<file path="src/timer_defines.svh">
// Offsets, field positions and codes of the timer block.
// Assumes an 8-bit register port with a 3-bit word address.
`ifndef TIMER_DEFINES_SVH
`define TIMER_DEFINES_SVH
`define ADDR_CTRL0     3'h0
`define ADDR_CTRL1     3'h1
`define ADDR_COUNT_LO  3'h2
`define ADDR_COUNT_HI  3'h3
`define ADDR_COMPARE_A_VALUE_LO   3'h4
`define ADDR_COMPARE_A_VALUE_HI   3'h5
`define ADDR_COMPARE_P_VALUE      3'h6
`define ADDR_FLAGS     3'h7
`define CTRL0_ON_BIT   3
`define CTRL0_TRIG_BIT 2
`define MODE_CAPTURE   2'h1
`define MODE_PWM       2'h2
`define PIN_INACTIVE   2'h0
`define PIN_ACTIVE     2'h1
`define PIN_PWM        2'h2
`define PIN_PULSE      2'h3
`define CAP_RISE       2'h0
`define CAP_FALL       2'h1
`define CAP_BOTH       2'h2
`define FULL_COUNT     11'h400
`define P_UNIT_BITS    7
`endif

</file>
<file path="src/timer_pkg.sv">
// Types for the timer block: the state records of each module.
// Assumes timer_defines.svh supplies all numeric constants.
package timer_pkg;
  typedef struct packed {
    logic [7:0] rdata;
    logic       on;
    logic       trig_en;
    logic [1:0] clk_sel;
    logic [1:0] mode;
    logic [1:0] pin_fn;
    logic       oc;
    logic       pol;
    logic       swap;
    logic       clr_sel;
    logic [9:0] cnt;
    logic [9:0] compare_a_value;
    logic [2:0] compare_p_value;
    logic       flag_a;
    logic       flag_p;
    logic       pin;
    logic       pin_oe_n;
  } timer_state_t;
  typedef struct packed {
    logic [2:0] s;
    logic       lvl;
    logic       rise;
    logic       fall;
  } sync_state_t;
  typedef struct packed {
    logic [5:0] cnt;
    logic       tick;
  } presc_state_t;
endpackage

</file>
<file path="src/edge_if.sv">
// Synchronised pin level and its one-cycle edge pulses.
// Assumes a single clock shared by both ends.
`timescale 1ns/1ps
`default_nettype none
interface edge_if;
  logic level;
  logic rise;
  logic fall;
  modport src (output level, rise, fall);
  modport dst (input level, rise, fall);
endinterface
`default_nettype wire

</file>
<file path="src/pin_sync.sv">
// Three-stage pin synchroniser with edge pulses.
// Assumes an asynchronous pin; a change counts once stages two and three agree.
`timescale 1ns/1ps
`default_nettype none
module pin_sync
  import timer_pkg::*;
(
  input  wire logic clk_i,  // System clock
  input  wire logic srst_i, // Synchronous reset
  input  wire logic pin_i,  // Raw pin
  edge_if.src       e       // Clean level and edges
);
  sync_state_t q;
  sync_state_t d;
  always_comb begin
    d      = q;
    d.s    = {q.s[1:0], pin_i};
    d.rise = 1'b0;
    d.fall = 1'b0;
    if (q.s[1] == q.s[2] && q.s[2] != q.lvl) begin
      d.lvl  = q.s[2];
      d.rise = q.s[2];
      d.fall = ~q.s[2];
    end
  end
  always_ff @(posedge clk_i) begin
    if (srst_i) q <= '0;
    else q <= d;
  end
  assign e.level = q.lvl;
  assign e.rise  = q.rise;
  assign e.fall  = q.fall;
endmodule // pin_sync
`default_nettype wire

</file>
<file path="src/clk_prescaler.sv">
// Count-enable divider: one-cycle tick every 1, 4, 16 or 64 clocks.
// Assumes the select is only changed while the counter is off.
`timescale 1ns/1ps
`default_nettype none
module clk_prescaler
  import timer_pkg::*;
(
  input  wire logic       clk_i,  // System clock
  input  wire logic       srst_i, // Synchronous reset
  input  wire logic [1:0] sel_i,  // Divide select
  output logic            tick_o  // Count enable pulse
);
  presc_state_t q;
  presc_state_t d;
  logic [5:0]   mask;
  always_comb begin
    case (sel_i)
      2'h0:    mask = 6'h00;
      2'h1:    mask = 6'h03;
      2'h2:    mask = 6'h0f;
      default: mask = 6'h3f;
    endcase
    d      = q;
    d.cnt  = q.cnt + 6'h01;
    d.tick = ((q.cnt & mask) == mask);
  end
  always_ff @(posedge clk_i) begin
    if (srst_i) q <= '0;
    else q <= d;
  end
  assign tick_o = q.tick;
endmodule // clk_prescaler
`default_nettype wire

</file>
<file path="src/standard_timer.sv">
// Standard timer: PWM output, single pulse output and capture input modes.
// Assumes an 8-bit register port and asynchronous timer and trigger pins.
`timescale 1ns/1ps
`default_nettype none
`include "timer_defines.svh"
module standard_timer
  import timer_pkg::*;
(
  input  wire logic       clk_i,                // 50 MHz system clock
  input  wire logic       srst_i,               // Synchronous reset, high
  input  wire logic [2:0] addr_i,               // Register address
  input  wire logic [7:0] wdata_i,              // Write data
  input  wire logic       we_i,                 // Write strobe
  input  wire logic       re_i,                 // Read strobe
  output logic      [7:0] rdata_o,              // Read data, cycle after strobe
  input  wire logic       timer_io_i,           // Timer pin input level
  output logic            timer_io_o,           // Timer pin output level
  output logic            timer_io_oe_n_o,      // Timer pin drive enable, low
  input  wire logic       external_clock_pin_i, // External trigger pin
  output logic            compare_a_flag_o,     // Compare A flag
  output logic            compare_p_flag_o      // Compare P flag
);
  timer_state_t q;
  timer_state_t d;

  edge_if io_e ();
  edge_if ext_e ();
  logic tick;

  pin_sync u_io_sync (
    .clk_i  (clk_i),
    .srst_i (srst_i),
    .pin_i  (timer_io_i),
    .e      (io_e.src)
  );

  pin_sync u_ext_sync (
    .clk_i  (clk_i),
    .srst_i (srst_i),
    .pin_i  (external_clock_pin_i),
    .e      (ext_e.src)
  );

  clk_prescaler u_presc (
    .clk_i  (clk_i),
    .srst_i (srst_i),
    .sel_i  (q.clk_sel),
    .tick_o (tick)
  );

  logic        is_pwm;
  logic        is_sp;
  logic        is_cap;
  logic        run;
  logic        start;
  logic        cap_ev;
  logic        a_hit;
  logic        p_hit;
  logic        per_hit;
  logic [10:0] cnt_nx;
  logic [10:0] a_len;
  logic [10:0] p_len;
  logic [10:0] per_len;
  logic [10:0] duty_len;
  logic        wr_ctrl0;
  logic        wr_compare_a_value;

  // Both comparators count lengths, so a zero code stands for the full 1024
  assign p_len    = (q.compare_p_value == 3'h0) ? `FULL_COUNT
                                     : {1'b0, q.compare_p_value, {`P_UNIT_BITS{1'b0}}};
  assign a_len    = (q.compare_a_value == 10'h000) ? `FULL_COUNT : {1'b0, q.compare_a_value};
  assign cnt_nx   = {1'b0, q.cnt} + 11'h001;
  assign a_hit    = (cnt_nx == a_len);
  assign p_hit    = (cnt_nx == p_len);
  // Clear select is stored but never consulted here
  assign per_len  = q.swap ? a_len : p_len;
  assign duty_len = q.swap ? p_len : a_len;
  assign per_hit  = (cnt_nx == per_len);
  assign is_pwm   = (q.mode == `MODE_PWM) && (q.pin_fn != `PIN_PULSE);
  assign is_sp    = (q.mode == `MODE_PWM) && (q.pin_fn == `PIN_PULSE);
  assign is_cap   = (q.mode == `MODE_CAPTURE);
  assign run      = q.on && tick;
  assign wr_ctrl0 = we_i && (addr_i == `ADDR_CTRL0);
  assign wr_compare_a_value  = we_i && ((addr_i == `ADDR_COMPARE_A_VALUE_LO) || (addr_i == `ADDR_COMPARE_A_VALUE_HI));
  assign start    = d.on && !q.on;

  always_comb begin
    case (q.pin_fn)
      `CAP_RISE: cap_ev = io_e.rise;
      `CAP_FALL: cap_ev = io_e.fall;
      `CAP_BOTH: cap_ev = io_e.rise || io_e.fall;
      default:   cap_ev = 1'b0;
    endcase
  end

  always_comb begin
    d       = q;
    d.rdata = 8'h00;
    if (we_i) begin
      case (addr_i)
        `ADDR_CTRL0: begin
          d.on      = wdata_i[`CTRL0_ON_BIT];
          d.trig_en = wdata_i[`CTRL0_TRIG_BIT];
          d.clk_sel = wdata_i[1:0];
        end
        `ADDR_CTRL1: begin
          d.mode    = wdata_i[7:6];
          d.pin_fn  = wdata_i[5:4];
          d.oc      = wdata_i[3];
          d.pol     = wdata_i[2];
          d.swap    = wdata_i[1];
          d.clr_sel = wdata_i[0];
        end
        `ADDR_COMPARE_A_VALUE_LO: d.compare_a_value[7:0] = wdata_i;
        `ADDR_COMPARE_A_VALUE_HI: d.compare_a_value[9:8] = wdata_i[1:0];
        `ADDR_COMPARE_P_VALUE:    d.compare_p_value      = wdata_i[2:0];
        `ADDR_FLAGS: begin
          if (wdata_i[0]) d.flag_a = 1'b0;
          if (wdata_i[1]) d.flag_p = 1'b0;
        end
        default: ;
      endcase
    end
    // External trigger can only start a pulse, never retrigger a running one
    if (is_sp && q.trig_en && ext_e.rise && !q.on) d.on = 1'b1;
    if (is_sp && run && a_hit) d.on = 1'b0;

    // Counter: zeroed on counter-on rise, else stepped by the prescaler tick
    if (d.on && !q.on) begin
      d.cnt = 10'h000;
    end else if (run) begin
      if (is_sp) begin
        d.cnt = cnt_nx[9:0];
      end else if (is_pwm && per_hit) begin
        d.cnt = 10'h000;
      end else if (is_cap && p_hit) begin
        d.cnt = 10'h000;
      end else begin
        d.cnt = cnt_nx[9:0];
      end
    end

    // Hardware sets are applied after software clears so they win
    if (run && is_pwm && a_hit) d.flag_a = 1'b1;
    if (run && is_pwm && p_hit) d.flag_p = 1'b1;
    if (run && is_sp && a_hit) d.flag_a = 1'b1;
    if (run && is_cap && p_hit) d.flag_p = 1'b1;
    // Capture beats a software write to compare A in the same cycle
    if (is_cap && q.on && cap_ev) begin
      d.compare_a_value   = q.cnt;
      d.flag_a = 1'b1;
    end

    // Pin: level control picks the active level, invert flips it last
    d.pin_oe_n = 1'b1;
    if (is_pwm) begin
      d.pin_oe_n = 1'b0;
      case (q.pin_fn)
        `PIN_INACTIVE: d.pin = ~q.oc ^ q.pol;
        `PIN_ACTIVE:   d.pin = q.oc ^ q.pol;
        default: begin
          // Tested on d directly so this process never reads a net derived from itself
          if (d.on && !q.on) d.pin = q.oc ^ q.pol;
          else d.pin = (({1'b0, d.cnt} < duty_len) ? q.oc : ~q.oc) ^ q.pol;
        end
      endcase
    end else if (is_sp) begin
      d.pin_oe_n = 1'b0;
      d.pin      = (d.on ? q.oc : ~q.oc) ^ q.pol;
    end else begin
      // Capture and other modes leave the pin undriven
      d.pin = 1'b0;
    end

    if (re_i) begin
      case (addr_i)
        `ADDR_CTRL0:    d.rdata = {4'h0, q.on, q.trig_en, q.clk_sel};
        `ADDR_CTRL1:    d.rdata = {q.mode, q.pin_fn, q.oc, q.pol, q.swap, q.clr_sel};
        `ADDR_COUNT_LO: d.rdata = q.cnt[7:0];
        `ADDR_COUNT_HI: d.rdata = {6'h00, q.cnt[9:8]};
        `ADDR_COMPARE_A_VALUE_LO:  d.rdata = q.compare_a_value[7:0];
        `ADDR_COMPARE_A_VALUE_HI:  d.rdata = {6'h00, q.compare_a_value[9:8]};
        `ADDR_COMPARE_P_VALUE:     d.rdata = {5'h00, q.compare_p_value};
        `ADDR_FLAGS:    d.rdata = {6'h00, q.flag_p, q.flag_a};
        default:        d.rdata = 8'h00;
      endcase
    end
  end

  always_ff @(posedge clk_i) begin
    if (srst_i) begin
      q          <= '0;
      q.pin_oe_n <= 1'b1;
    end else begin
      q <= d;
    end
  end

  assign rdata_o          = q.rdata;
  assign timer_io_o       = q.pin;
  assign timer_io_oe_n_o  = q.pin_oe_n;
  assign compare_a_flag_o = q.flag_a;
  assign compare_p_flag_o = q.flag_p;
endmodule // standard_timer
`default_nettype wire

</file>
<file path="config.mk">
export PLATFORM = sky130hd
export DESIGN_NAME = standard_timer
export DESIGN_NICKNAME = d
export VERILOG_FILES = /design/src/timer_pkg.sv /design/src/edge_if.sv /design/src/pin_sync.sv /design/src/clk_prescaler.sv /design/src/standard_timer.sv
export VERILOG_INCLUDE_DIRS = /design/src /design/src/src
export SDC_FILE = /design/constraint.sdc
export NUM_CORES = 1
export LEC_CHECK = 0
export ABC_CLOCK_PERIOD_IN_PS = 13850
export BUFFER_PORTS_ARGS = -buffer_cell sky130_fd_sc_hd__buf_2
export CAP_MARGIN = 10
export CORE_UTILIZATION = 66
export DETAILED_ROUTE_END_ITERATION = 7
export PLACE_DENSITY = 0.86
export SYNTH_ARGS = -nofsm -noshare
export SYNTH_HDL_FRONTEND = slang
export SYNTH_SLANG_ARGS = --single-unit
export TNS_END_PERCENT = 30
</file>
<file path="constraint.sdc">
create_clock -name clk_i -period 13.85 [get_ports clk_i]
set_clock_uncertainty 0.05 [all_clocks]
set_input_delay 4.155 -clock clk_i [delete_from_list [all_inputs] [get_ports clk_i]]
set_output_delay 4.155 -clock clk_i [all_outputs]
set_load 0.05 [all_outputs]
</file>
## Word-level counts from Yosys, hierarchy flattened

Index checks and enable logic that the tools add are counted.

| storage, ports and cells | value |
|---|---|
| logic and storage cells | 146 |
| output and inout bits | 12 |
| input bits | 17 |
| flip-flop bits (word level) | 65 |

| cells by class | value |
|---|---|
| eq/ne operators | 23 |
| bitwise operators | 10 |
| reductions and logical operators | 46 |
| muxes and demuxes | 37 |
| add/sub/neg operators | 2 |
| $lt $le $gt $ge | 1 |

Operators by type and width:

| operator | count |
|---|---|
| 8-bit one-hot mux with 8 select lines | 1 |
| 10-bit two-way mux | 6 |
| 11-bit two-way mux | 4 |
| 11-bit equality test | 3 |
| 1-bit logical AND | 20 |
| 6-bit one-hot mux with 3 select lines | 1 |
| 8-bit two-way mux | 2 |
| 15-bit two-way mux | 1 |
| 1-bit two-way mux | 14 |
| 3-bit equality test (second input constant) | 4 |
| 12-bit two-way mux | 1 |
| 4-bit nonzero test | 3 |
| 10-bit by 1-bit adder with 11-bit output (second input constant) | 1 |
| 10-bit by 11-bit < comparator with 1-bit output | 1 |
| 10-bit zero test | 1 |
| 2-bit AND reduction | 5 |
| 3-bit nonzero test | 3 |
| 2-bit equality test (second input constant) | 4 |
| 6-bit by 1-bit adder with 6-bit output (second input constant) | 1 |
| 6-bit AND | 1 |
| 2-bit by 1-bit equality test with 1-bit output (second input constant) | 3 |
| 3-bit by 2-bit equality test with 1-bit output (second input constant) | 2 |
| 6-bit equality test | 1 |
| 3-bit zero test | 2 |
| other kinds (17) | 34 |

## Logic depth before layout (Yosys ltp)

| logic depth | value |
|---|---|
| word-level depth | 15 |
| gate-level depth with buffers | 19 |
| gate-level depth less buffers | 16 |

## Modules after synthesis

From an unflattened synthesis, not the netlist that was laid out.

| second synthesis, totals | value |
|---|---|
| cells, all modules | 481 |
| area total of the unflattened synthesis | 4070.2 um^2 |

Modules (own cells, without submodules):

| module | cells each | instances | area an instance (um^2) |
|---|---|---|---|
| standard_timer | 425 | 1 | 3444.6 |
| pin_sync | 14 | 2 | 177.7 |
| clk_prescaler | 28 | 1 | 270.3 |

## Least setup slack after synthesis

No wires, ideal clock.

| path | value |
|---|---|
| path type | input port to flip-flop |
| start point | input addr_i[1] |
| end point | register q, in the netlist timer_io_o |
| data required time | 13.730 ns |
| stages | 14 |
| data arrival time | 7.182 ns |
| path slack | 6.548 ns |
| library setup time | 0.070 ns |
| path buffers | 1 |
| cell sequence | or4b_2 -> clkbuf_1 -> o32ai_1 -> nor2_1 -> nand2_1 -> nand2_1 -> ha_1 -> a211oi_1 -> nand2_1 -> o221ai_1 -> or3b_2 -> a21oi_1 -> a311oi_2 -> a21oi_1 |

RTL lines:

| what | RTL line | source |
|---|---|---|
| start: declaration | standard_timer.sv:11 | `input wire logic [2:0] addr_i,` |
| end: declaration | standard_timer.sv:23 | `timer_state_t q;` |

==> impl_results.md <==
- Die Ht: 82.12 µm
- Antenna cell count: 0
- Area growth syn-to-layout: 5.198%
- Final Critical Period: 7.612 ns
- Hold buffers post-CTS: 0
- Synth top area share: 30.71%
- Pwr/cell area: 87.94 mW/mm²
- Capture point of the worst reg-to-reg path: timer_io_o$_SDFF_PP0_
- Buffers on Ports: 28
- Pint: 290.9 µW
- Layout cells sized above 1: 13.52%
- Core area: 0.006061 mm²
- Syn Std Cell Area: 0.004237 mm²
- Final period util: 54.96%
- Worst reg2reg path depth: 16
- Met2 Resource Use GR: 55.04%
- Fin. Hold Viols: 0
- Routability cong.: 0.9534
- Achievable Freq: 131.4 MHz
- GRT Total Usage: 35.41%
- Nets: 527
- Setup TNS: 0 ns
- CP Launch Type: input pin
- Clk buf depth: 2
- RSZ-0062 raised after global routing: false
- Rel. slew slack: 39.19%
- Slew @ Worst Pin: 0.9109 ns
- Fin cells: 578
- Post-CTS Resized: 0
- Sequential area share after synthesis: 30.71%
- Hold slack: 0.4022 ns
- CP Class: input pin to register
- Final core utilization: 73.53%
- Global-route track usage on met3: 9.231%
- CTS H-Tree Depth: 3
- P_sw: 101.0 µW
- Setup bufs post-CTS: 0
- ANT nets after route: 0
- Post-synth top cells: dfxtp_1, nor2_1, nand2_1, a21oi_1, mux2i_1
- Switching Fraction: 25.78%
- Starting Density: 69.90%
- Synth cell types: 69
- Die Area: 0.006744 mm²
- CTS tree: built
- First-pass GRT wire length: 17,490 µm
- WHS Path Cells: 1
- Sequential share of power: 50.0%
- Chip Width: 82.12 µm
- Synth top area cells: dfxtp_1, mux2i_1, nor2_1
- Number of antenna violations at the first check in global routing: 0
- Cell total after placement: 563
- Status: finished clean
- Post-synth EDFFs: 0
- Number of global-route vias before repair: 3,460
- Hold Path Class: register to register
- Total number of vias: 3,941
- Post-DP HPWL: 8179 µm
- Pins Over Slew Limit: 0
- Worst-path clk slew: 0.07 ns
- Final wirelength: 11,380 µm
- Hold path endpoint: u_ext_sync.d[5]$_SDFF_PP0_
- Req. time, crit path: 14.08 ns
- Clock latency on the worst-skew pair: 0.35 ns
- Async SR Flop Fraction: 0%
- DR DRC count: 0
- Drt wl/cell: 19.70 µm
- Hold_sp: u_ext_sync.d[4]$_SDFF_PP0_
- DR vias/cell: 6.818
- Syn avg cell area: 8.406 µm²
- Cts bufs inserted: 9
- Leakage: 0.001696 µW
- Critical path arrival: 7.84 ns
- Clk sinks: 65
- Clk root buf: clkbuf_8
- IO Pins: 29
- Max-Cap Viols: 0
- Syn_nets: 532
- Area leader, netlist: dfxtp_1
- Crit end category: register
- Initial DRC Count: 466
- Total Power: 391.9 µW
- GRT overflow: 0
- Crit-path max FO: 24
- Final setup vio count: 0
- Logic pwr share: 8.8%
- Launch point of the worst reg-to-reg path: q[17]$_SDFF_PP0_
- Top-count cell post-synth: dfxtp_1
- Syn Inst Count: 504
- GR peak layer: met2
- Drt pass-1 iters: 5
- Synth Register Bits: 65
- R2R Setup Slk: 8.47 ns
- Core Rows: 28
- Clock power share: 41.2%
- Largest net degree at the start of global routing: 51
- Ys Warns: 0
- GR met1 Demand/Resource: 47.48%
- Top_reg_cell synth: dfxtp_1
- Peak supply drop: 0.07974 mV
## critical path, stage by stage
cell and delay (ns):
buf_2 0.23, or4b_2 0.82, o32ai_1 0.38, nor2_1 0.19, nand2_1 0.13, nand2_1 0.07, ha_1 0.34, a211oi_1 0.22
nand2_1 0.08, o221ai_1 0.34, or3b_2 0.48, a21oi_1 0.21, a311oi_2 0.06, a21oi_1 0.13
## per-stage QoR
stage | area (µm²) | setup slack, ns
after global routing | 4457 | 5.891
after global placement | 4263 | 6.068
final | 4457 | 6.238
after floorplan | 4237 | 6.548
after detailed placement | 4263 | 5.981
after CTS | 4457 | 6.325
## per-layer routing
layer	routed length, µm	vias to the layer above	part of all wire (%)
met3	1100	42	9.7
met4	409	0	3.6
li1	-	1827	-
met5	0	-	0
met1	4838	1836	42
met2	5036	236	44
## sequential cells by signal, indices dropped and copies added, names as in the netlist, 2 cells and up
signal	flops
q	35
rdata_o	8
u_presc.q	6
u_ext_sync.d	2
u_io_sync.d	2
## worst max path at each step
stage / startpoint / endpoint / slack, ns
4_1_cts: addr_i[1] / timer_io_o$_SDFF_PP0_ / 6.33
3_3_place_gp: addr_i[1] / timer_io_o$_SDFF_PP0_ / 6.07
6_report: addr_i[1] / timer_io_o$_SDFF_PP0_ / 6.24
3_5_place_dp: addr_i[1] / timer_io_o$_SDFF_PP0_ / 5.98
2_1_floorplan: addr_i[1] / timer_io_o$_SDFF_PP0_ / 6.55
5_1_grt: addr_i[1] / timer_io_o$_SDFF_PP0_ / 5.89
## power by group through the flow
stage	clock network (µW)	logic [µW]	registers, µW
global placement	0	33.0	200
CTS	163	33.8	196
finish	162	34.6	196
detailed placement	0	33.6	200
floorplan	0	25.9	197
global route	168	37.9	196
## cell families after synthesis
group | count (synthesis) | share of synthesized area (%)
AND/OR/NAND/NOR | 211 | 26.52
XOR/XNOR | 25 | 7.502
buffers and inverters | 55 | 6.290
flip-flops | 65 | 30.71
AO/OA/AOI/OAI | 104 | 17.31
multiplexers | 33 | 8.417
adder cells (fa/ha/maj) | 11 | 3.249
## cell type report
cell class                      instances  area, µm²
Fill cell                             456       1604
Inverter                                8      30.03
Tap cell                               75      93.84
Clock buffer                           10      137.6
Clock inverter                          5      56.30
Sequential cell                        65       1301
Timing Repair Buffer                   31      162.7
Multi-Input combinational cell        384       2675
## cells in the final DEF (no fill, tap or decap), types with 6 or more instances in the layout
cell type | netlist | routed
a211oi_1 | 14 | 14
a21oi_1 | 30 | 30
a22oi_1 | 7 | 7
a31oi_1 | 10 | 10
buf_2 | 8 | 28
clkbuf_8 | 0 | 10
dfxtp_1 | 65 | 65
ha_1 | 11 | 11
inv_1 | 8 | 8
mux2i_1 | 30 | 30
nand2_1 | 43 | 43
nand2b_1 | 8 | 8
nand3_1 | 13 | 13
nand4_1 | 7 | 7
nor2_1 | 61 | 61
nor2b_1 | 12 | 12
nor3_1 | 14 | 14
nor4_1 | 6 | 6
o211ai_1 | 7 | 7
xnor2_1 | 12 | 12
xor2_1 | 6 | 6
No activity file was read; power rests on OpenSTA's default activity.
